File: src/inc/sfb_pkg.sv
// sfb_pkg: constants, carriers and states of the serial boot/master block
// assumes a single 125 MHz clock domain shared by all units
// What this block does
// after reset use 24-bit addresses, four 16 MB windows, one per select
// wide address bit maps whole 256 MB onto select 0, sends 32 bits
// a read in one select's window runs a flash read on that select
// byte, halfword, word reads, single or burst; no write path exists
// manual pin bit hands pin enables and levels to control bits
// boot reader never asserts more than one select at once
// after serving word n, speculatively fetch word n+1
// quick read bit selects fast command; gap field sets select-high time
// software keeps serial clock at or under 25 MHz and flash limit
// defaults give about 8.3 MHz, normal reads, largest select gap
// divider written last or together; accepted during boot reads
// sample data input just before driving each falling clock edge of the data word
// software hands pins to the master by writing owner value 2
// SPI framing by default, SSP when format is 1 and SSP enable set
// frame length 4 to 16 bits, one frame per FIFO entry
// tx/rx mode pairs frames, tx mode drops rx; run while tx data left
// receive mode: one dummy frame starts a read of the frame count
// SPI framing holds selects for the transfer, ends on tx FIFO empty, or in receive mode when the frame count runs out
// software waits for tx empty and not busy before a new transfer
// up to five active-low selects chosen by the slave select mask
// data port write pushes tx, read pops rx; four FIFO flags reported
// rx sample delayed by programmed cycles, over 25 means none; locked
// software keeps clock phase and polarity zero under SSP framing
// pin mux follows owner field, boot reader owns after reset
// disable-only registers ignore writes while master is enabled
package sfb_pkg;
  localparam logic [7:0]  CMD_READ   = 8'h03;
  localparam logic [7:0]  CMD_QUICK  = 8'h0B;
  localparam logic [7:0]  DIV_RST    = 8'h0F; // 125 MHz / 15
  localparam logic [3:0]  GAP_RST    = 4'hF;
  localparam logic [1:0]  OWN_MST    = 2'h2;
  localparam logic [7:0]  DLY_MAX    = 8'h19;
  localparam logic [5:0]  HDR_BASE   = 6'h20;
  localparam logic [5:0]  HDR_EXT    = 6'h08;
  localparam logic [5:0]  WORD_BITS  = 6'h20;
  localparam logic [3:0]  FIFO_FULL  = 4'h8;
  localparam logic [3:0]  LEN_MIN    = 4'h3;

  typedef enum logic [1:0] {
    TM_TXRX = 2'b00,
    TM_TX   = 2'b01,
    TM_RX   = 2'b10
  } sfb_tmode_e;

  typedef enum logic [2:0] {
    B_IDLE = 3'b000,
    B_HDR  = 3'b001,
    B_DATA = 3'b010,
    B_HOLD = 3'b011,
    B_GAP  = 3'b100
  } sfb_bstate_e;

  typedef enum logic [1:0] {
    M_IDLE = 2'b00,
    M_SYNC = 2'b01,
    M_BIT  = 2'b10,
    M_END  = 2'b11
  } sfb_mstate_e;

  typedef struct packed {
    logic [7:0] clkDiv;
    logic [3:0] selGap;
    logic       quick;
    logic       wide;
  } sfb_boot_cfg_s;

  typedef struct packed {
    logic       en;
    logic       clkOe;
    logic       clk;
    logic       doOe;
    logic       dOut;
    logic [3:0] csOe;
    logic [3:0] csLvl;
  } sfb_manual_s;

  typedef struct packed {
    logic [3:0]  frameLen;
    sfb_tmode_e  mode;
    logic [1:0]  fmtSel;
    logic        sspEn;
    logic [15:0] baud;
    logic [15:0] rxCount;
    logic [4:0]  selMask;
  } sfb_mst_cfg_s;

  localparam sfb_boot_cfg_s BOOT_CFG_RST = '{DIV_RST, GAP_RST, 1'b0, 1'b0};
  localparam sfb_mst_cfg_s  MST_CFG_RST  =
    '{4'h7, TM_TXRX, 2'h0, 1'b0, 16'h0006, 16'h0000, 5'h00};
endpackage : sfb_pkg

File: src/logic/sfb_serial_top.sv
// sfb_serial_top: boot reader, FIFO master and shared serial pin mux
// assumes a bus that holds bootReq until bootAck, and async data input
`timescale 1ns/1ps
module sfb_serial_top
  import sfb_pkg::*;
(
  input  logic          mclk,
  input  logic          reset_n,
  input  logic          clkEn,
  input  logic [1:0]    ifOwner,
  input  logic          bootCfgWr,
  input  sfb_boot_cfg_s bootCfgIn,
  input  sfb_manual_s   manualCtl,
  input  logic          bootReq,
  input  logic [27:0]   bootAddr,
  output logic          bootAck,
  output logic [31:0]   bootData,
  input  logic          mstEnable,
  input  logic          mstCfgWr,
  input  sfb_mst_cfg_s  mstCfgIn,
  input  logic          dlyWr,
  input  logic [7:0]    dlyIn,
  input  logic          txPush,
  input  logic [15:0]   txData,
  input  logic          rxPop,
  output logic [15:0]   rxData,
  output logic          txEmpty,
  output logic          txNotFull,
  output logic          rxFull,
  output logic          rxNotEmpty,
  output logic          mstBusy,
  input  logic          serialDataIn,
  output logic          manualDataInLevel,
  output logic          sclkOut,
  output logic          sclkOe,
  output logic          sdoOut,
  output logic          sdoOe,
  output logic [4:0]    selN,
  output logic [4:0]    selOe
);
  // ----------------------------------------------------------------
  // input synchroniser
  // ----------------------------------------------------------------
  logic din1, din2;
  always_ff @(posedge mclk or negedge reset_n)
    if (!reset_n)
    begin
      din1 <= 1'b0;
      din2 <= 1'b0;
    end
    else if (clkEn)
    begin
      din1 <= serialDataIn;
      din2 <= din1;
    end

  // ----------------------------------------------------------------
  // boot reader
  // ----------------------------------------------------------------
  sfb_boot_cfg_s bCfg, bPend;
  sfb_bstate_e   bState;
  logic          bPendV, bApply, bootOwn, hit, ackNow;
  logic [7:0]    bDiv;
  logic          bMid, bEnd, bCsAct, sclkB, bufV;
  logic [47:0]   bSh, hdr;
  logic [5:0]    bLeft, hdrLen;
  logic [1:0]    bCs, reqCs;
  logic [31:0]   bRx, bufData;
  logic [25:0]   bufTag, nextTag;
  logic [3:0]    gapCnt, bSelN;
  logic [7:0]    cmd;

  // one clock period is clkDiv cycles; high phase is the second half
  assign bMid = bDiv == ({1'b0, bCfg.clkDiv[7:1]} - 8'h01);
  assign bEnd = bDiv == (bCfg.clkDiv - 8'h01);
  assign bootOwn = (ifOwner != OWN_MST) && !manualCtl.en;
  assign hit = bufV && (bufTag == bootAddr[27:2]);
  assign ackNow = bootReq && hit && !bootAck;
  assign bApply = bPendV && (bState == B_IDLE) && !bootCfgWr;
  assign reqCs = bCfg.wide ? 2'h0 : bootAddr[25:24];
  assign cmd = bCfg.quick ? CMD_QUICK : CMD_READ;
  assign hdrLen = HDR_BASE + (bCfg.wide ? HDR_EXT : 6'h00)
                + (bCfg.quick ? HDR_EXT : 6'h00);
  assign hdr = bCfg.wide ? {cmd, 4'h0, bootAddr[27:2], 2'b00, 8'h00}
                         : {cmd, bootAddr[23:2], 2'b00, 16'h0000};
  assign bSelN = bCsAct ? ~(4'h1 << bCs) : 4'hF;

  // new config waits for an idle bus so the divider never jumps mid-word;
  // a write in the apply cycle wins and is applied next time round
  always_ff @(posedge mclk or negedge reset_n)
    if (!reset_n)
    begin
      bCfg   <= BOOT_CFG_RST;
      bPend  <= BOOT_CFG_RST;
      bPendV <= 1'b0;
    end
    else if (clkEn)
    begin
      if (bootCfgWr)
      begin
        bPend  <= bootCfgIn;
        bPendV <= 1'b1;
      end
      else if (bApply)
      begin
        bCfg   <= bPend;
        bPendV <= 1'b0;
      end
    end

  // read sequencer: header, data word, then hold with clock stopped
  always_ff @(posedge mclk or negedge reset_n)
    if (!reset_n)
    begin
      bState  <= B_IDLE;
      bDiv    <= 8'h00;
      bSh     <= '0;
      bLeft   <= 6'h00;
      bCs     <= 2'h0;
      bCsAct  <= 1'b0;
      sclkB   <= 1'b0;
      bRx     <= '0;
      bufData <= '0;
      bufTag  <= '0;
      bufV    <= 1'b0;
      nextTag <= '0;
      gapCnt  <= 4'h0;
    end
    else if (clkEn)
    begin
      bDiv <= bEnd ? 8'h00 : bDiv + 8'h01;
      unique case (bState)
        B_IDLE:
          if (bApply)
            bufV <= 1'b0;
          else if (bootReq && !hit && bootOwn)
          begin
            bState  <= B_HDR;
            bDiv    <= 8'h00;
            bCsAct  <= 1'b1;
            bCs     <= reqCs;
            bSh     <= hdr;
            bLeft   <= hdrLen;
            nextTag <= bootAddr[27:2];
            bufV    <= 1'b0;
          end
        B_HDR:
          if (bMid)
            sclkB <= 1'b1;
          else if (bEnd)
          begin
            sclkB <= 1'b0;
            bSh   <= {bSh[46:0], 1'b0};
            bLeft <= bLeft - 6'h01;
            if (bLeft == 6'h01)
            begin
              bState <= B_DATA;
              bLeft  <= WORD_BITS;
            end
          end
        B_DATA:
          if (bMid)
            sclkB <= 1'b1;
          else if (bEnd)
          begin
            sclkB <= 1'b0;
            bRx   <= {bRx[30:0], din2};
            bLeft <= bLeft - 6'h01;
            if (bLeft == 6'h01)
            begin
              bufData <= {bRx[30:0], din2};
              bufTag  <= nextTag;
              bufV    <= 1'b1;
              nextTag <= nextTag + 26'h1;
              bState  <= B_HOLD;
            end
          end
        B_HOLD:
          if (ackNow && (bufTag == nextTag - 26'h1))
          begin
            bState <= B_DATA;
            bLeft  <= WORD_BITS;
            bDiv   <= 8'h00;
          end
          else if ((bootReq && !hit) || bPendV || !bootOwn)
          begin
            bState <= B_GAP;
            bCsAct <= 1'b0;
            gapCnt <= bCfg.selGap;
            bDiv   <= 8'h00;
          end
        B_GAP:
          if (bEnd)
          begin
            if (gapCnt == 4'h0)
              bState <= B_IDLE;
            else
              gapCnt <= gapCnt - 4'h1;
          end
        default:
          bState <= B_IDLE;
      endcase
    end

  // answer from the prefetch buffer, whole aligned word for every size
  always_ff @(posedge mclk or negedge reset_n)
    if (!reset_n)
    begin
      bootAck  <= 1'b0;
      bootData <= '0;
    end
    else if (clkEn)
    begin
      bootAck <= ackNow;
      if (ackNow)
        bootData <= bufData;
    end

  // ----------------------------------------------------------------
  // FIFO master: config, FIFOs, frame engine, sampler
  // ----------------------------------------------------------------
  sfb_mst_cfg_s mCfg;
  sfb_mstate_e  mState;
  logic [7:0]   mDly, mDlyCnt, dlyEff;
  logic [15:0]  txMem [0:7];
  logic [15:0]  rxMem [0:7];
  logic [2:0]   txWr, txRd, rxWr, rxRd;
  logic [3:0]   txCnt, rxCnt, flen, mBits;
  logic         txIn, rxOut, mTxPop, mRxPush, mStart, mDone, mMore;
  logic         ssp, mMid, mEnd, mArm, sclkM, mSelAct, mSelOn;
  logic [15:0]  mDiv, mSh, rxSh, rxWord, mFrames, txHead;

  function automatic logic [3:0] cntNext(logic [3:0] c, logic up,
                                         logic dn);
    cntNext = c + {3'h0, up} - {3'h0, dn};
  endfunction : cntNext

  assign ssp = (mCfg.fmtSel == 2'h1) && mCfg.sspEn;
  assign flen = (mCfg.frameLen < LEN_MIN) ? LEN_MIN : mCfg.frameLen;
  assign dlyEff = (mDly > DLY_MAX) ? 8'h00 : mDly;
  assign mMid = mDiv == ({1'b0, mCfg.baud[15:1]} - 16'h0001);
  assign mEnd = mDiv == (mCfg.baud - 16'h0001);
  assign txHead = txMem[txRd] << (4'hF - flen);
  assign rxWord = rxSh & (16'hFFFF >> (4'hF - flen));
  assign txIn = txPush && mstEnable && (txCnt != FIFO_FULL);
  assign rxOut = rxPop && (rxCnt != 4'h0);
  assign mStart = (mState == M_IDLE) && mstEnable && (txCnt != 4'h0);
  assign mDone = (mState == M_END) && !mArm;
  assign mMore = (mCfg.mode == TM_RX) ? (mFrames != 16'h0000)
                                      : (txCnt != 4'h0);
  assign mTxPop = mStart || (mDone && mMore && mCfg.mode != TM_RX);
  assign mRxPush = mDone && (mCfg.mode != TM_TX)
                 && (rxCnt != FIFO_FULL);
  assign mSelOn = ssp ? (mState == M_SYNC) : mSelAct;

  // locked registers only take writes while the master is off
  always_ff @(posedge mclk or negedge reset_n)
    if (!reset_n)
    begin
      mCfg <= MST_CFG_RST;
      mDly <= 8'h00;
    end
    else if (clkEn && !mstEnable)
    begin
      if (mstCfgWr)
        mCfg <= mstCfgIn;
      if (dlyWr)
        mDly <= dlyIn;
    end

  // FIFO storage has no reset; pointers flush whenever disabled
  always_ff @(posedge mclk)
    if (clkEn)
    begin
      if (txIn)
        txMem[txWr] <= txData;
      if (mRxPush)
        rxMem[rxWr] <= rxWord;
    end

  always_ff @(posedge mclk or negedge reset_n)
    if (!reset_n)
    begin
      txWr  <= 3'h0;
      txRd  <= 3'h0;
      txCnt <= 4'h0;
      rxWr  <= 3'h0;
      rxRd  <= 3'h0;
      rxCnt <= 4'h0;
    end
    else if (clkEn)
    begin
      if (!mstEnable)
      begin
        txWr  <= 3'h0;
        txRd  <= 3'h0;
        txCnt <= 4'h0;
        rxWr  <= 3'h0;
        rxRd  <= 3'h0;
        rxCnt <= 4'h0;
      end
      else
      begin
        txWr  <= txWr + {2'h0, txIn};
        txRd  <= txRd + {2'h0, mTxPop};
        txCnt <= cntNext(txCnt, txIn, mTxPop);
        rxWr  <= rxWr + {2'h0, mRxPush};
        rxRd  <= rxRd + {2'h0, rxOut};
        rxCnt <= cntNext(rxCnt, mRxPush, rxOut);
      end
    end

  // frame engine, MSB first, serial clock idles low
  always_ff @(posedge mclk or negedge reset_n)
    if (!reset_n)
    begin
      mState  <= M_IDLE;
      mDiv    <= 16'h0000;
      mSh     <= 16'h0000;
      mBits   <= 4'h0;
      mFrames <= 16'h0000;
      sclkM   <= 1'b0;
      mSelAct <= 1'b0;
    end
    else if (clkEn)
    begin
      mDiv <= mEnd ? 16'h0000 : mDiv + 16'h0001;
      if (!mstEnable)
      begin
        mState  <= M_IDLE;
        sclkM   <= 1'b0;
        mSelAct <= 1'b0;
      end
      else
        unique case (mState)
          M_IDLE:
            if (mStart)
            begin
              mSelAct <= 1'b1;
              mDiv    <= 16'h0000;
              mFrames <= mCfg.rxCount;
              mSh     <= txHead;
              mBits   <= flen;
              mState  <= ssp ? M_SYNC : M_BIT;
            end
          M_SYNC:
            if (mEnd)
              mState <= M_BIT;
          M_BIT:
            if (mMid)
              sclkM <= 1'b1;
            else if (mEnd)
            begin
              sclkM <= 1'b0;
              mSh   <= {mSh[14:0], 1'b0};
              if (mBits == 4'h0)
                mState <= M_END;
              else
                mBits <= mBits - 4'h1;
            end
          M_END:
            if (!mArm)
            begin
              if (mMore)
              begin
                if (mCfg.mode == TM_RX)
                  mFrames <= mFrames - 16'h0001;
                else
                  mSh <= txHead;
                mBits  <= flen;
                mDiv   <= 16'h0000;
                mState <= ssp ? M_SYNC : M_BIT;
              end
              else
              begin
                mState  <= M_IDLE;
                mSelAct <= 1'b0;
              end
            end
        endcase
    end

  // sample point trails the rising edge by the programmed delay;
  // the delay must stay under half a bit or frames stretch
  always_ff @(posedge mclk or negedge reset_n)
    if (!reset_n)
    begin
      mArm    <= 1'b0;
      mDlyCnt <= 8'h00;
      rxSh    <= 16'h0000;
    end
    else if (clkEn)
    begin
      if (!mstEnable)
        mArm <= 1'b0;
      else if (mState == M_BIT && mMid)
      begin
        mArm    <= 1'b1;
        mDlyCnt <= dlyEff;
      end
      else if (mArm && mDlyCnt == 8'h00)
      begin
        rxSh <= {rxSh[14:0], din2};
        mArm <= 1'b0;
      end
      else if (mArm)
        mDlyCnt <= mDlyCnt - 8'h01;
    end

  // ----------------------------------------------------------------
  // status and pin mux
  // ----------------------------------------------------------------
  always_ff @(posedge mclk or negedge reset_n)
    if (!reset_n)
    begin
      rxData     <= 16'h0000;
      txEmpty    <= 1'b1;
      txNotFull  <= 1'b1;
      rxFull     <= 1'b0;
      rxNotEmpty <= 1'b0;
      mstBusy    <= 1'b0;
    end
    else if (clkEn)
    begin
      rxData     <= rxMem[rxRd];
      txEmpty    <= txCnt == 4'h0;
      txNotFull  <= txCnt != FIFO_FULL;
      rxFull     <= rxCnt == FIFO_FULL;
      rxNotEmpty <= rxCnt != 4'h0;
      mstBusy    <= mState != M_IDLE;
    end

  // registered mux keeps pins glitch free across owner changes
  always_ff @(posedge mclk or negedge reset_n)
    if (!reset_n)
    begin
      sclkOut <= 1'b0;
      sclkOe  <= 1'b0;
      sdoOut  <= 1'b0;
      sdoOe   <= 1'b0;
      selN    <= 5'h1F;
      selOe   <= 5'h00;
      manualDataInLevel <= 1'b0;
    end
    else if (clkEn)
    begin
      manualDataInLevel <= din2;
      if (ifOwner == OWN_MST)
      begin
        sclkOut <= sclkM;
        sclkOe  <= 1'b1;
        sdoOut  <= mSh[15];
        sdoOe   <= 1'b1;
        selN    <= mSelOn ? ~mCfg.selMask : 5'h1F;
        selOe   <= 5'h1F;
      end
      else if (manualCtl.en)
      begin
        sclkOut <= manualCtl.clk;
        sclkOe  <= manualCtl.clkOe;
        sdoOut  <= manualCtl.dOut;
        sdoOe   <= manualCtl.doOe;
        selN    <= {1'b1, manualCtl.csLvl};
        selOe   <= {1'b0, manualCtl.csOe};
      end
      else
      begin
        sclkOut <= sclkB;
        sclkOe  <= 1'b1;
        sdoOut  <= bSh[47];
        sdoOe   <= 1'b1;
        selN    <= {1'b1, bSelN};
        selOe   <= 5'h0F;
      end
    end

  // ----------------------------------------------------------------
  // assertions
  // ----------------------------------------------------------------
  a_cs_onehot: assert property (@(posedge mclk) disable iff (!reset_n)
    $countones(~bSelN) <= 1) else $error("boot selects not one-hot");
  a_boot_cs_sel: assert property (@(posedge mclk)
    disable iff (!reset_n) $rose(bCsAct) |->
    bCs == ($past(bCfg.wide) ? 2'h0 : $past(bootAddr[25:24])))
    else $error("boot select does not match window");
  a_cmd_choice: assert property (@(posedge mclk)
    disable iff (!reset_n) $rose(bCsAct) |->
    bSh[47:40] == ($past(bCfg.quick) ? CMD_QUICK : CMD_READ))
    else $error("wrong read command");
  a_addr_len: assert property (@(posedge mclk)
    disable iff (!reset_n) $rose(bCsAct) && !bCfg.quick |->
    bLeft == (bCfg.wide ? 6'h28 : 6'h20))
    else $error("wrong header length");
  a_sample_edge: assert property (@(posedge mclk)
    disable iff (!reset_n) clkEn && bState == B_DATA && bEnd |-> sclkB)
    else $error("data sampled off the high phase");
  a_mux_owner: assert property (@(posedge mclk)
    disable iff (!reset_n) clkEn && ifOwner == OWN_MST |=>
    sdoOut == $past(mSh[15]) && sclkOut == $past(sclkM))
    else $error("pins not following the master");
  a_manual_pins: assert property (@(posedge mclk)
    disable iff (!reset_n)
    clkEn && ifOwner != OWN_MST && manualCtl.en |=>
    sclkOe == $past(manualCtl.clkOe) && selN[3:0] == $past(manualCtl.csLvl))
    else $error("manual pin control ignored");
  a_cfg_locked: assert property (@(posedge mclk)
    disable iff (!reset_n) mstEnable |=> mCfg == $past(mCfg))
    else $error("config changed while enabled");
  a_dly_locked: assert property (@(posedge mclk)
    disable iff (!reset_n) mstEnable |=> mDly == $past(mDly))
    else $error("sample delay changed while enabled");
  a_fifo_flags: assert property (@(posedge mclk)
    disable iff (!reset_n) clkEn |=>
    txEmpty == ($past(txCnt) == 4'h0) && rxFull == ($past(rxCnt) == 4'h8))
    else $error("FIFO flag wrong");
endmodule : sfb_serial_top

File: config.mk
export PLATFORM = sky130hd
export DESIGN_NAME = sfb_serial_top
export DESIGN_NICKNAME = d
export VERILOG_FILES = /design/src/inc/sfb_pkg.sv /design/src/logic/sfb_serial_top.sv
export SDC_FILE = /design/constraint.sdc
export NUM_CORES = 1
export LEC_CHECK = 0
export ABC_CLOCK_PERIOD_IN_PS = 3300
export BUFFER_PORTS_ARGS = -buffer_cell sky130_fd_sc_hd__buf_2
export CAP_MARGIN = 0
export CELL_PAD_IN_SITES_DETAIL_PLACEMENT = 1
export CELL_PAD_IN_SITES_GLOBAL_PLACEMENT = 1
export CORE_UTILIZATION = 45
export DETAILED_ROUTE_END_ITERATION = 16
export PLACE_DENSITY = 0.76
export SYNTH_ARGS = -nofsm -noshare
export SYNTH_HDL_FRONTEND = slang
export SYNTH_SLANG_ARGS = --single-unit
File: constraint.sdc
create_clock -name mclk -period 3.3 [get_ports mclk]
set_input_delay 0.33 -clock mclk [delete_from_list [all_inputs] [get_ports mclk]]
set_output_delay 0.33 -clock mclk [all_outputs]
set_load 0.01 [all_outputs]
Word-level counts from Yosys, hierarchy flattened
Memory sizes are Yosys's and may differ from the RTL's. A register that Yosys moved wholly into a read port is not among the register bits. Index checks and enable logic that the tools add are counted.

Output and inout port bits: 69. Input bits: 138. Memories: 2. Register bits: 428. Memory bits (writable): 256. Word-level logic and storage cells: 384.

Memories: rxMem (depth 8, width 16, read ports 1, clocked after Yosys merged registers in 1, wr ports 1, line sfb_serial_top.sv:226) `logic [15:0] rxMem [0:7];`; txMem (depth 8, width 16, read ports 1, clocked after Yosys merged registers in 0, wr ports 1, line sfb_serial_top.sv:225) `logic [15:0] txMem [0:7];`.

Reduce and logical (&&, ||, !) cells: 81. Equality and inequality tests: 59. Shift-type cells: 3. Order comparisons: 2. Mux-type cells: 144. Add/sub/neg operators: 24. Bitwise gates (word level): 7.

Operator list (count): $mux 16 (15); $mux 48 (4); $mux 26 (5); $pmux 48 s2 (1); $mux 4 (19); $mux 8 (9); $pmux 16 s2 (2); $eq 26x26->1 (2); $pmux 26 s2 (1); $mux 3 (16); $mux 6 (8); $pmux 16 s3 (1); $ne 2x2->1 const B (23); $mux 1 (40); $mux 40 (1); $eq 16x16->1 (2); $sub 16x1->16 const B (2); $reduce_and 9->1 (3); $add 26x1->26 const B (1); $sub 26x1->26 const B (1); $ne 3x3->1 const B (8); $pmux 6 s4 (1); $reduce_and 6->1 (4); $logic_and 1x1->1 (23); other kinds (59) (128).

Depth between registers and ports, before layout
Gate-level depths: netlist (run 1).

Depth after elaboration: 9. Depth in mapped cells: 14. Depth with buffers taken out: 12.

Least setup slack after synthesis (run 1)
Ideal clock, no wire load.

Path kind: reg2reg. Start point: register bCfg[7] in the netlist's numbering. End point: register bufData[13]. Data required time: 3.175 ns. Path slack: -0.261 ns. Cell stages (with the launch flop): 14. Library setup time: 0.125 ns. Path buffers: 3. Data arrival time: 3.437 ns. Path through: dfstp_2 -> inv_1 -> ha_1 -> nor2b_1 -> clkbuf_1 -> nand3_1 -> xnor2_1 -> or4_1 -> a21oi_2 -> nand4_1 -> nor2_1 -> buf_1 -> buf_2 -> mux2_2.

Longest elaborated chain between the ends: 4. Elaborated cells on any way between the ends: 6.

RTL lines: start, declared (line sfb_serial_top.sv:60) `sfb_boot_cfg_s bCfg, bPend;`; start signal, assigned (line sfb_serial_top.sv:106) `bCfg <= bPend;`; $sub 7x1->8 (line sfb_serial_top.sv:74) `assign bMid = bDiv == ({1'b0, bCfg.clkDiv[7:1]} - 8'h01);`; $eq 8x8->1 (line sfb_serial_top.sv:74); $not 1->1 (no line); $reduce_and 5->1 (no line) (*); end signal, assigned (line sfb_serial_top.sv:171) `bufData <= {bRx[30:0], din2};`; end, declared (line sfb_serial_top.sv:68) `logic [31:0] bRx, bufData;`.

Mark *: on every way between the ends. The rest lies on a longest branch, timed or not. A chain may end at the register's enable or synchronous reset.

Final worst setup path (run 1)
Start point: register nextTag[3]. End point: register bLeft[1].

Longest elaborated chain between the ends: 5.

RTL lines: start, declared (line sfb_serial_top.sv:69) `logic [25:0] bufTag, nextTag;`; start signal, assigned (line sfb_serial_top.sv:144) `nextTag <= bootAddr[27:2];`; start signal, assigned (line sfb_serial_top.sv:174) `nextTag <= nextTag + 26'h1;`; $sub 26x1->26 (line sfb_serial_top.sv:179) `if (ackNow && (bufTag == nextTag - 26'h1))`; $eq 26x26->1 (line sfb_serial_top.sv:179); $logic_and 1x1->1 (line sfb_serial_top.sv:179); $ne 2x2->1 (no line); $reduce_and 9->1 (no line); end signal, assigned (line sfb_serial_top.sv:143) `bLeft <= hdrLen;`; end signal, assigned (line sfb_serial_top.sv:154) `bLeft <= bLeft - 6'h01;`; end signal, assigned (line sfb_serial_top.sv:168) `bLeft <= bLeft - 6'h01;`; end, declared (line sfb_serial_top.sv:66) `logic [5:0] bLeft, hdrLen;`.

No other way between the ends.

==> results of run 1 <==
routing by layer:
layer,GRT usage,share of wire,vias to the layer above,wire length (um)
met2,0.459,0.51,652,51700
met5,0,0.00024,-,24
met3,0.0422,0.051,211,5150
met4,0.0877,0.031,4,3170
met1,0.322,0.41,12800,40900
li1,-,-,11000,-
placed cells by master (no fill, tap or decap), types with 93 or more instances in the layout:
cell type and n:
nand2_1 197, a21oi_1 126, edfxtp_1 256, nor2_1 145, buf_4 188, o21ai_0 140, buf_2 202, mux2_2 251
dfrtp_1 401, dlygate4sd3_1 93
worst paths after layout:
kind	endpoint	cells past startpoint	slack, ns
max in group asynchronous	bootData[3]	3	2.06
setup / recovery	bLeft[1]	10	-0.08
setup reg to reg	bLeft[1]	10	-0.08
min in group asynchronous	mCfg[11]	2	0.31
hold reg to reg	bSh[31]	2	0.49
hold / removal	nextTag[3]	3	0.05
final cells by class:
| class | instances | area share |
|---|---|---|
| Tap cell | 950 | 0.0289 |
| Clock inverter | 39 | 0.0141 |
| Clock buffer | 102 | 0.0516 |
| Timing Repair Buffer | 534 | 0.103 |
| Multi-Input combinational cell | 1800 | 0.343 |
| Sequential cell | 690 | 0.452 |
| Antenna cell | 5 | 0.000305 |
| Inverter | 72 | 0.00664 |
cell usage after synthesis, types with 39 or more instances:
| master | number |
|---|---|
| a21oi_1 | 143 |
| xnor2_1 | 84 |
| nand3_1 | 87 |
| nand2_1 | 211 |
| nor2_1 | 149 |
| ha_1 | 41 |
| clkbuf_1 | 142 |
| inv_1 | 70 |
| mux2_2 | 252 |
| o22ai_1 | 39 |
| mux4_2 | 64 |
| o21ai_0 | 192 |
| dfrtp_1 | 406 |
| edfxtp_1 | 256 |
| mux2i_1 | 64 |
| nor3_1 | 39 |
power by group through the flow:
stage | sequential [W] | combinational [W] | clock [W]
floorplan | 0.0111 | 0.00647 | 0
global placement | 0.0115 | 0.00879 | 0
detailed placement | 0.0116 | 0.00932 | 0
CTS | 0.0115 | 0.00963 | 0.00924
global route | 0.0117 | 0.0118 | 0.00957
finish | 0.0116 | 0.0108 | 0.00910
kinds of logic (layout without fill, tap and decap cells):
family	after synthesis	in the layout	share of synthesized area
adder cells (fa/ha/maj)	43	43	0.0168
flip-flops	690	690	0.564
AO/OA/AOI/OAI	532	533	0.0976
AND/OR/NAND/NOR	723	723	0.112
XOR/XNOR	120	120	0.0319
other	0	5	0
multiplexers	381	381	0.150
buffers and inverters	240	747	0.0281
sequential cells by signal (all words and copies together), names as in the netlist, 26 cells and up:
name / flops
bSh: 38
bufData: 32
bootData: 32
bRx: 31
txMem: 128
rxMem: 128
nextTag: 26
bufTag: 26
mCfg: 46
worst reg2reg max path, stage by stage, from the launching register on:
cell     delay, ns
dfrtp_2       0.47
or4_4         0.61
nor4_4        0.34
xnor2_1       0.20
o21ai_1       0.14
or4_4         0.51
nor4_4        0.20
buf_4         0.22
o21a_4        0.17
nand2_4       0.06
mux2_4        0.31
repair_timing:
item / 4_1_cts / 5_1_grt
buffers inserted: 8 / 19
hold buffers: 93 / 0
pin swaps: 12 / 36
setup endpoints to repair: 171 / 225
gates cloned: 0 / 19
endpoints found under the hold margin: 276 / 0
resized for setup: 34 / 174
stage by stage:
step / TNS [ns] / utilization / power [W]
after floorplan: -1.21 / - / 0.0176
after global placement: -1.79 / 0.504 / 0.0202
after detailed placement: -9.87 / 0.504 / 0.0209
after CTS: -0.0656 / 0.557 / 0.0303
after global routing: -10.01 / 0.571 / 0.0331
final: -0.811 / 0.571 / 0.0315
==> impl_metrics.env, run 1 <==
export IMPL_cp_required_ns=3.81
export IMPL_cp_max_fo=6
export IMPL_synthTopCellsByArea="dfrtp_1 (31%), edfxtp_1 (23%), mux2_2 (8.6%)"
export IMPL_drc=0
export IMPL_async_flop_share=0.629
export IMPL_track_usage=0.259
export IMPL_drv_slew=0
export IMPL_grt_max_degree=82
export IMPL_cts_inserted_buffers=76
export IMPL_p_sw_frac=0.352
export IMPL_slew_limit_headroom=0.454
export IMPL_drive_gt1_frac=0.325
export IMPL_areaGrowthSynthToFinish_pct=24.7
export IMPL_root_buffer="clkbuf_16"
export IMPL_worstSetupEndpointType="flip-flop"
export IMPL_initial_core_util=0.458
export IMPL_wire_per_inst_um=24.1
export IMPL_crit_chain="or4_4, nor4_4, xnor2_1, o21ai_1, or4_4, nor4_4, buf_4, o21a_4, nand2_4, mux2_4"
export IMPL_dp_cells=3908
export IMPL_clockBufferDepth=3
export IMPL_yosys_area_top_type="dfrtp_1"
export IMPL_p_int_w=0.0204
export IMPL_seqPwrFrac=0.367
export IMPL_worstSetupStartpoint="nextTag[3]"
export IMPL_final_hold_violation_count=0
export IMPL_fin_nets=3355
export IMPL_slowest_delay_ns=0.61
export IMPL_stdcell_count=4192
export IMPL_rsz0062_at_grt="true"
export IMPL_synth_cell_type_count=93
export IMPL_synth_edff_count=256
export IMPL_tightest_slew_ns=0.814
export IMPL_via_per_inst=5.89
export IMPL_drv_cap=0
export IMPL_seq_area_frac_synth=0.564
export IMPL_skew_ns=0.0402
export IMPL_synth_fp_nets=2910
export IMPL_synthCells=2729
export IMPL_p_sw_w=0.0111
export IMPL_reg2reg_from="nextTag[3]"
export IMPL_grt_pass1_wl_mm=151
export IMPL_die_w_um=273
export IMPL_antenna_found_initial=8
export IMPL_die_height_um=273
export IMPL_core_mm2=0.0720
export IMPL_gp_routability_congestion=0.893
export IMPL_vdd_drop_max_mv=0.452
export IMPL_ys_ff_latch=690
export IMPL_clk_latency_ns=0.65
export IMPL_ioPinCount=207
export IMPL_die_area_mm2=0.0743
export IMPL_postLayoutCellArea_mm2=0.0411
export IMPL_arrival_ns=3.90
export IMPL_seq_area_mm2=0.0186
export IMPL_clkSinkCount=690
export IMPL_placed_area_mm2=0.0363
export IMPL_crit_family="simple AND/OR/NAND/NOR gates"
export IMPL_avgSynthCellArea_um2=12.1
export IMPL_status="finished, violations left"
export IMPL_leakage_nw=17.0
export IMPL_crit_buf_inv=1
export IMPL_clock_power_share=0.289
export IMPL_period_minus_slack_ns=3.38
export IMPL_cts_tree="yes"
export IMPL_multi_input_area_mm2=0.0141
export IMPL_start_kind="flip-flop"
export IMPL_row_count=98
export IMPL_hold_path_class="input pin to flip-flop"
export IMPL_clk_pin_slew_ns=0.06
export IMPL_routed_wl_mm=101
export IMPL_htree_levels=3
export IMPL_critical_path_slowest_cell="or4_4"
export IMPL_ant_nets=0
export IMPL_worst_slack_ns=-0.0845
export IMPL_setup_viol=34
export IMPL_violations="setup timing"
export IMPL_synth_ff_type="dfrtp_1"
export IMPL_drt_pass1_iter_count=5
export IMPL_io_buffers=204
export IMPL_yosys_warnings=0
export IMPL_yosysTopAreaCellShare=0.308
export IMPL_clock_fmax_mhz=295
export IMPL_period_share=1.03
export IMPL_num_vias=24700
export IMPL_grt_overflow=0
export IMPL_dpl_worst_slack_ns=-0.279
export IMPL_grt_pass1_vias=26700
export IMPL_hold_worst_slack_ns=0.0501
export IMPL_worstHoldStart="bootAddr[5]"
export IMPL_synthesis_area_mm2=0.0329
export IMPL_share_comb_of_total_power=0.344
export IMPL_drtIter0Drc=1478
export IMPL_power_density_mw_per_mm2=767
export IMPL_hpwl_mm=63.2
export IMPL_path_class="flip-flop to flip-flop"
export IMPL_fillers=7257
Power figures use the tool's default switching activity.
==> inputs of run 2 (changes only) <==
- CORE_MARGIN: default -> 1.5
==> run 2 against run 1 <==
The flow now finishes without violations. Global-route usage shrank 0.70 points. Clock-buffer cell count up 8. Sequential power about the same. Non-clock buffer count fell by 34. Flip-flop and latch count unchanged. Power down 3.2%. Worst hold slack got worse by 0.0020 ns. Register-to-register slack better by 0.15 ns. Routed wire length fell by 5.2%. Critical path depth grew 3. Largest power group unchanged.
==> impl_metrics.env, run 2 (same netlist as run 1, synthesis figures left out) <==
export IMPL_status="complete, no violations"
export IMPL_grt_use_met1=0.325
export IMPL_drt_pass1_iter_count=5
export IMPL_critical_path_slowest_cell="or4_4"
export IMPL_cp_depth=13
export IMPL_path_class="flip-flop to flip-flop"
export IMPL_num_vias=24000
export IMPL_grt_pass1_vias=25800
export IMPL_track_usage=0.252
export IMPL_use_met3=0.0425
export IMPL_placed_area_mm2=0.0361
export IMPL_p_sw_frac=0.344
export IMPL_clkSinkCount=690
export IMPL_reg2regPathDepth=13
export IMPL_period_minus_slack_ns=3.23
export IMPL_setup_viol=0
export IMPL_drtIter0Drc=1627
export IMPL_drc=0
export IMPL_clk_pin_slew_ns=0.07
export IMPL_grtUsageMet2=0.441
export IMPL_leakage_nw=16.7
export IMPL_arrival_ns=3.74
export IMPL_rsz0062_at_grt="true"
export IMPL_cp_required_ns=3.81
export IMPL_wire_per_inst_um=23.0
export IMPL_hpwl_mm=61.7
export IMPL_dp_cells=3901
export IMPL_via_per_inst=5.77
export IMPL_die_w_um=274
export IMPL_slowest_delay_ns=0.57
export IMPL_routed_wl_mm=95.7
export IMPL_mostFrequentLayoutCell="dfrtp_1"
export IMPL_share_comb_of_total_power=0.326
export IMPL_clock_fmax_mhz=309
export IMPL_gp_routability_congestion=0.876
export IMPL_core_mm2=0.0727
export IMPL_top_usage_layer="met2"
export IMPL_final_hold_violation_count=0
export IMPL_crit_buf_inv=4
export IMPL_skew_ns=0.0216
export IMPL_initial_core_util=0.453
export IMPL_dpl_worst_slack_ns=-0.280
export IMPL_whs_path_depth=3
export IMPL_power_density_mw_per_mm2=752
export IMPL_p_sw_w=0.0105
export IMPL_worstSetupEndpointType="flip-flop"
export IMPL_drive_gt1_frac=0.304
export IMPL_vdd_drop_max_mv=0.532
export IMPL_crit_family="compound AO/OA/AOI/OAI gates"
export IMPL_start_kind="flip-flop"
export IMPL_ioPinCount=207
export IMPL_clk_latency_ns=0.63
export IMPL_tightest_slew_ns=1.03
export IMPL_root_buffer="clkbuf_16"
export IMPL_row_count=99
export IMPL_io_buffers=204
export IMPL_die_area_mm2=0.0748
export IMPL_drv_cap=0
export IMPL_grt_overflow=0
export IMPL_hold_path_class="input pin to flip-flop"
export IMPL_seqPwrFrac=0.382
export IMPL_grt_pass1_wl_mm=148
export IMPL_die_height_um=274
export IMPL_fin_nets=3320
export IMPL_cts_inserted_buffers=76
export IMPL_grt_max_degree=143
export IMPL_clock_power_share=0.292
export IMPL_stdcell_count=4162
export IMPL_areaGrowthSynthToFinish_pct=23.0
export IMPL_antenna_found_initial=3
export IMPL_p_int_w=0.0200
export IMPL_drv_slew=0
export IMPL_crit_chain="inv_4, ha_4, xor2_1, o21ai_1, a21oi_1, or4_4, a21oi_4, nand3b_1, a2111oi_4, buf_6, buf_12, clkbuf_16, a31oi_1"
export IMPL_slew_limit_headroom=0.314
export IMPL_postLayoutCellArea_mm2=0.0405
export IMPL_clockBufferDepth=3
export IMPL_p_total_w=0.0305
export IMPL_period_share=0.979
export IMPL_ant_nets=0
export IMPL_htree_levels=3
export IMPL_final_cell_mix="dfrtp_1 (401), edfxtp_1 (256), mux2_2 (235), nand2_1 (208), buf_2 (202)"
export IMPL_reg_largest_list="rxMem (128), txMem (128), mCfg (46)"
export IMPL_worst_slack_ns=0.0680
export IMPL_cp_max_fo=15
export IMPL_cts_tree="yes"
## run 2: changes by cell type in the layout (fill, tap and decap cells not counted), moves of 14 or more
| cell | previous run | this run |
|---|---|---|
| mux2_2 | 251 | 235 |
| mux2_4 | 2 | 18 |
| o21ai_0 | 140 | 186 |
| a21oi_1 | 126 | 140 |
| o21ai_1 | 45 | 8 |
| buf_4 | 188 | 168 |
## run 2: repair_timing
action / in CTS / in global routing
buffers inserted: 7 / 11
pin swaps: 12 / 27
gates resized for setup: 32 / 84
cloned: 2 / 5
endpoints found under the hold margin: 287 / 0
hold buffers: 95 / 0
endpoints found under the setup margin: 227 / 238
## run 2: final timing paths
path | start | end | slack (ns)
worst max-delay path | bCfg[7] | nextTag[1] | 0.07
worst min-delay path | bootCfgWr | bPendV | 0.05
worst max register to register | bCfg[7] | nextTag[1] | 0.07
max in group asynchronous | reset_n | bufData[19] | 1.93
min in group asynchronous | reset_n | mCfg[11] | 0.34
worst min register to register | mCfg[4] | selN[4] | 0.46
## run 2: area by class of cell
cell class,count,area [um2]
antenna,1,2.50
clock buffer,110,2210
clock inverter,31,415
fill,7361,32200
inverter,72,275
multi-input combinational,1799,14000
sequential,690,18600
tap,959,1200
timing repair buffer,500,3890
## run 2: metal layers
metal / routed length [um] / vias up
met2: 48800 / 574
met3: 4590 / 142
met4: 1890 / 4
li1: - / 10900
met1: 40400 / 12400
met5: 21 / -
## run 2: worst min-delay path: stages
cell and delay (ns):
buf_2 0.13, a21oi_1 0.07, nor2_1 0.10
## run 2: stage by stage
stage	hold WS, ns	TNS [ns]	util
3_5_place_dp	0.439	-11.92	0.497
2_1_floorplan	0.0344	-1.21	-
5_1_grt	0.0494	-1.93	0.558
3_3_place_gp	0.411	-0.744	0.497
6_report	0.0482	0	0.558
4_1_cts	0.00868	0	0.550
## run 2: power groups by stage
stage          registers (W)  logic (W)  clock network (W)
6_report              0.0116    0.00993            0.00891
2_1_floorplan         0.0111    0.00647                  0
3_3_place_gp          0.0116    0.00863                  0
3_5_place_dp          0.0117    0.00912                  0
5_1_grt               0.0118     0.0109            0.00941
4_1_cts               0.0116    0.00942            0.00906
==> inputs of run 3 (changes only) <==
- RECOVER_POWER: default -> 100
==> run 3 against run 2 <==
The flow now finishes with violations (capacitance limit, slew limit). First-iteration DRC count shrank 4.5%. Sequential share of layout area grew 0.086 points. Fmax is essentially flat. Clock power is essentially flat. Clock skew grew 0.0015 ns. Critical path type unchanged. Largest cell class unchanged. Largest power group unchanged.
==> impl_metrics.env, run 3 (same netlist as run 1, synthesis figures left out) <==
export IMPL_status="finished, violations left"
export IMPL_violations="capacitance limit, slew limit"
export IMPL_cts_inserted_buffers=76
export IMPL_root_buffer="clkbuf_16"
export IMPL_p_sw_frac=0.344
export IMPL_grt_use_met1=0.325
export IMPL_drtIter0Drc=1553
export IMPL_grt_pass1_wl_mm=148
export IMPL_share_comb_of_total_power=0.325
export IMPL_reg2regPathDepth=13
export IMPL_die_height_um=274
export IMPL_cts_tree="yes"
export IMPL_start_kind="flip-flop"
export IMPL_crit_family="compound AO/OA/AOI/OAI gates"
export IMPL_rsz0062_at_grt="true"
export IMPL_clk_latency_ns=0.63
export IMPL_vdd_drop_max_mv=0.534
export IMPL_track_usage=0.252
export IMPL_whs_path_depth=3
export IMPL_io_buffers=204
export IMPL_final_hold_violation_count=0
export IMPL_slowest_delay_ns=0.57
export IMPL_reg2reg_slack_ns=0.07
export IMPL_period_share=0.980
export IMPL_path_class="flip-flop to flip-flop"
export IMPL_worstSetupEndpointType="flip-flop"
export IMPL_reg_largest_list="rxMem (128), txMem (128), mCfg (46)"
export IMPL_regToRegEndpoint="nextTag[1]"
export IMPL_gp_routability_congestion=0.876
export IMPL_wire_per_inst_um=23.0
export IMPL_die_w_um=274
export IMPL_clk_pin_slew_ns=0.06
export IMPL_via_per_inst=5.77
export IMPL_multi_input_area_mm2=0.0140
export IMPL_hpwl_mm=61.7
export IMPL_slew_limit_headroom=-0.766
export IMPL_skew_ns=0.0231
export IMPL_clock_fmax_mhz=309
export IMPL_arrival_ns=3.74
export IMPL_period_minus_slack_ns=3.23
export IMPL_drt_pass1_iter_count=5
export IMPL_routed_wl_mm=95.7
export IMPL_fillers=7372
export IMPL_tightest_slew_ns=2.65
export IMPL_finalSetupTns_ns=0
export IMPL_core_mm2=0.0727
export IMPL_initial_core_util=0.453
export IMPL_final_cell_mix="dfrtp_1 (401), edfxtp_1 (256), mux2_2 (235), nand2_1 (209), o21ai_0 (186)"
export IMPL_cp_max_fo=15
export IMPL_ioPinCount=207
export IMPL_die_area_mm2=0.0748
export IMPL_grt_max_degree=143
export IMPL_hold_worst_slack_ns=0.0489
export IMPL_use_met3=0.0425
export IMPL_hold_path_class="input pin to flip-flop"
export IMPL_crit_buf_inv=4
export IMPL_antenna_found_initial=3
export IMPL_reg2reg_from="bCfg[7]"
export IMPL_areaGrowthSynthToFinish_pct=22.8
export IMPL_drc=0
export IMPL_fin_util=0.556
export IMPL_crit_chain="inv_4, ha_4, xor2_1, o21ai_1, a21oi_1, or4_4, a21oi_4, nand3b_1, a2111oi_4, buf_6, buf_12, clkbuf_16, a31oi_1"
export IMPL_clockBufferDepth=3
export IMPL_power_density_mw_per_mm2=753
export IMPL_grt_pass1_vias=25800
export IMPL_critical_path_slowest_cell="or4_4"
export IMPL_num_vias=24000
export IMPL_min_to="bPendV"
export IMPL_mostFrequentLayoutCell="dfrtp_1"
export IMPL_seqPwrFrac=0.382
export IMPL_worstHoldStart="bootCfgWr"
export IMPL_p_int_w=0.0200
export IMPL_clock_power_share=0.293
export IMPL_p_total_w=0.0305
export IMPL_p_sw_w=0.0105
export IMPL_ant_nets=0
export IMPL_grtUsageMet2=0.441
export IMPL_row_count=99
export IMPL_clkSinkCount=690
export IMPL_setup_viol=0
export IMPL_htree_levels=3
export IMPL_drv_cap=1
export IMPL_leakage_nw=16.6
export IMPL_grt_overflow=0
export IMPL_fin_nets=3320
export IMPL_drive_gt1_frac=0.297
export IMPL_cp_required_ns=3.81
export IMPL_top_usage_layer="met2"
export IMPL_seq_area_mm2=0.0186
export IMPL_drv_slew=92
[run 3: worst max-delay path by stage]
stage / from / to / slack, ns / cells after the start
2_1_floorplan: bCfg[7] / bState[2] / -0.11 / 12
6_report: bCfg[7] / nextTag[1] / 0.07 / 13
4_1_cts: mCfg[22] / mSh[2] / 0.002 / 11
5_1_grt: bufTag[16] / bLeft[2] / -0.05 / 12
3_5_place_dp: nextTag[0] / bDiv[6] / -0.28 / 13
3_3_place_gp: mCfg[22] / mState[1] / -0.07 / 12
[run 3: metrics by stage]
stage / setup WS [ns] / std cells / cell area (um2)
final: 0.0670 / 4162 / 40500
after detailed placement: -0.280 / 3901 / 36100
after floorplan: -0.107 / 2729 / 33000
after CTS: 0.00179 / 4146 / 40000
after global placement: -0.0707 / 3901 / 36100
after global routing: -0.0545 / 4162 / 40500
[run 3: repair_timing]
item | CTS | global route
endpoints found under the hold margin | 287 | 0
gates resized for setup | 32 | 84
gates cloned | 2 | 5
hold buffers | 95 | 0
setup endpoints to repair | 227 | 238
buffers inserted | 7 | 11
pin swaps | 12 | 27
[run 3: power by group through the flow]
stage / logic (W) / registers, W / clock network, W
floorplan: 0.00647 / 0.0111 / 0
finish: 0.00991 / 0.0116 / 0.00891
global placement: 0.00863 / 0.0116 / 0
detailed placement: 0.00912 / 0.0117 / 0
global route: 0.0109 / 0.0118 / 0.00941
CTS: 0.00942 / 0.0116 / 0.00906
[run 3: area by class of cell]
class / instances / share of cell area
Multi-Input combinational cell: 1799 / 0.345
Clock inverter: 31 / 0.0103
Timing Repair Buffer: 500 / 0.0943
Inverter: 72 / 0.00680
Tap cell: 959 / 0.0297
Antenna cell: 1 / 0.0000618
Clock buffer: 110 / 0.0547
Sequential cell: 690 / 0.459
[run 3: routing by layer]
metal  share of wire  vias to the layer above
li1                -                    10900
met3           0.049                      136
met4           0.019                        4
met2            0.51                      556
met1            0.42                    12400
met5         0.00022                        -
[run 3: worst min-delay path: stages]
cell and delay (ns):
buf_2 0.13, a21oi_1 0.07, nor2_1 0.10
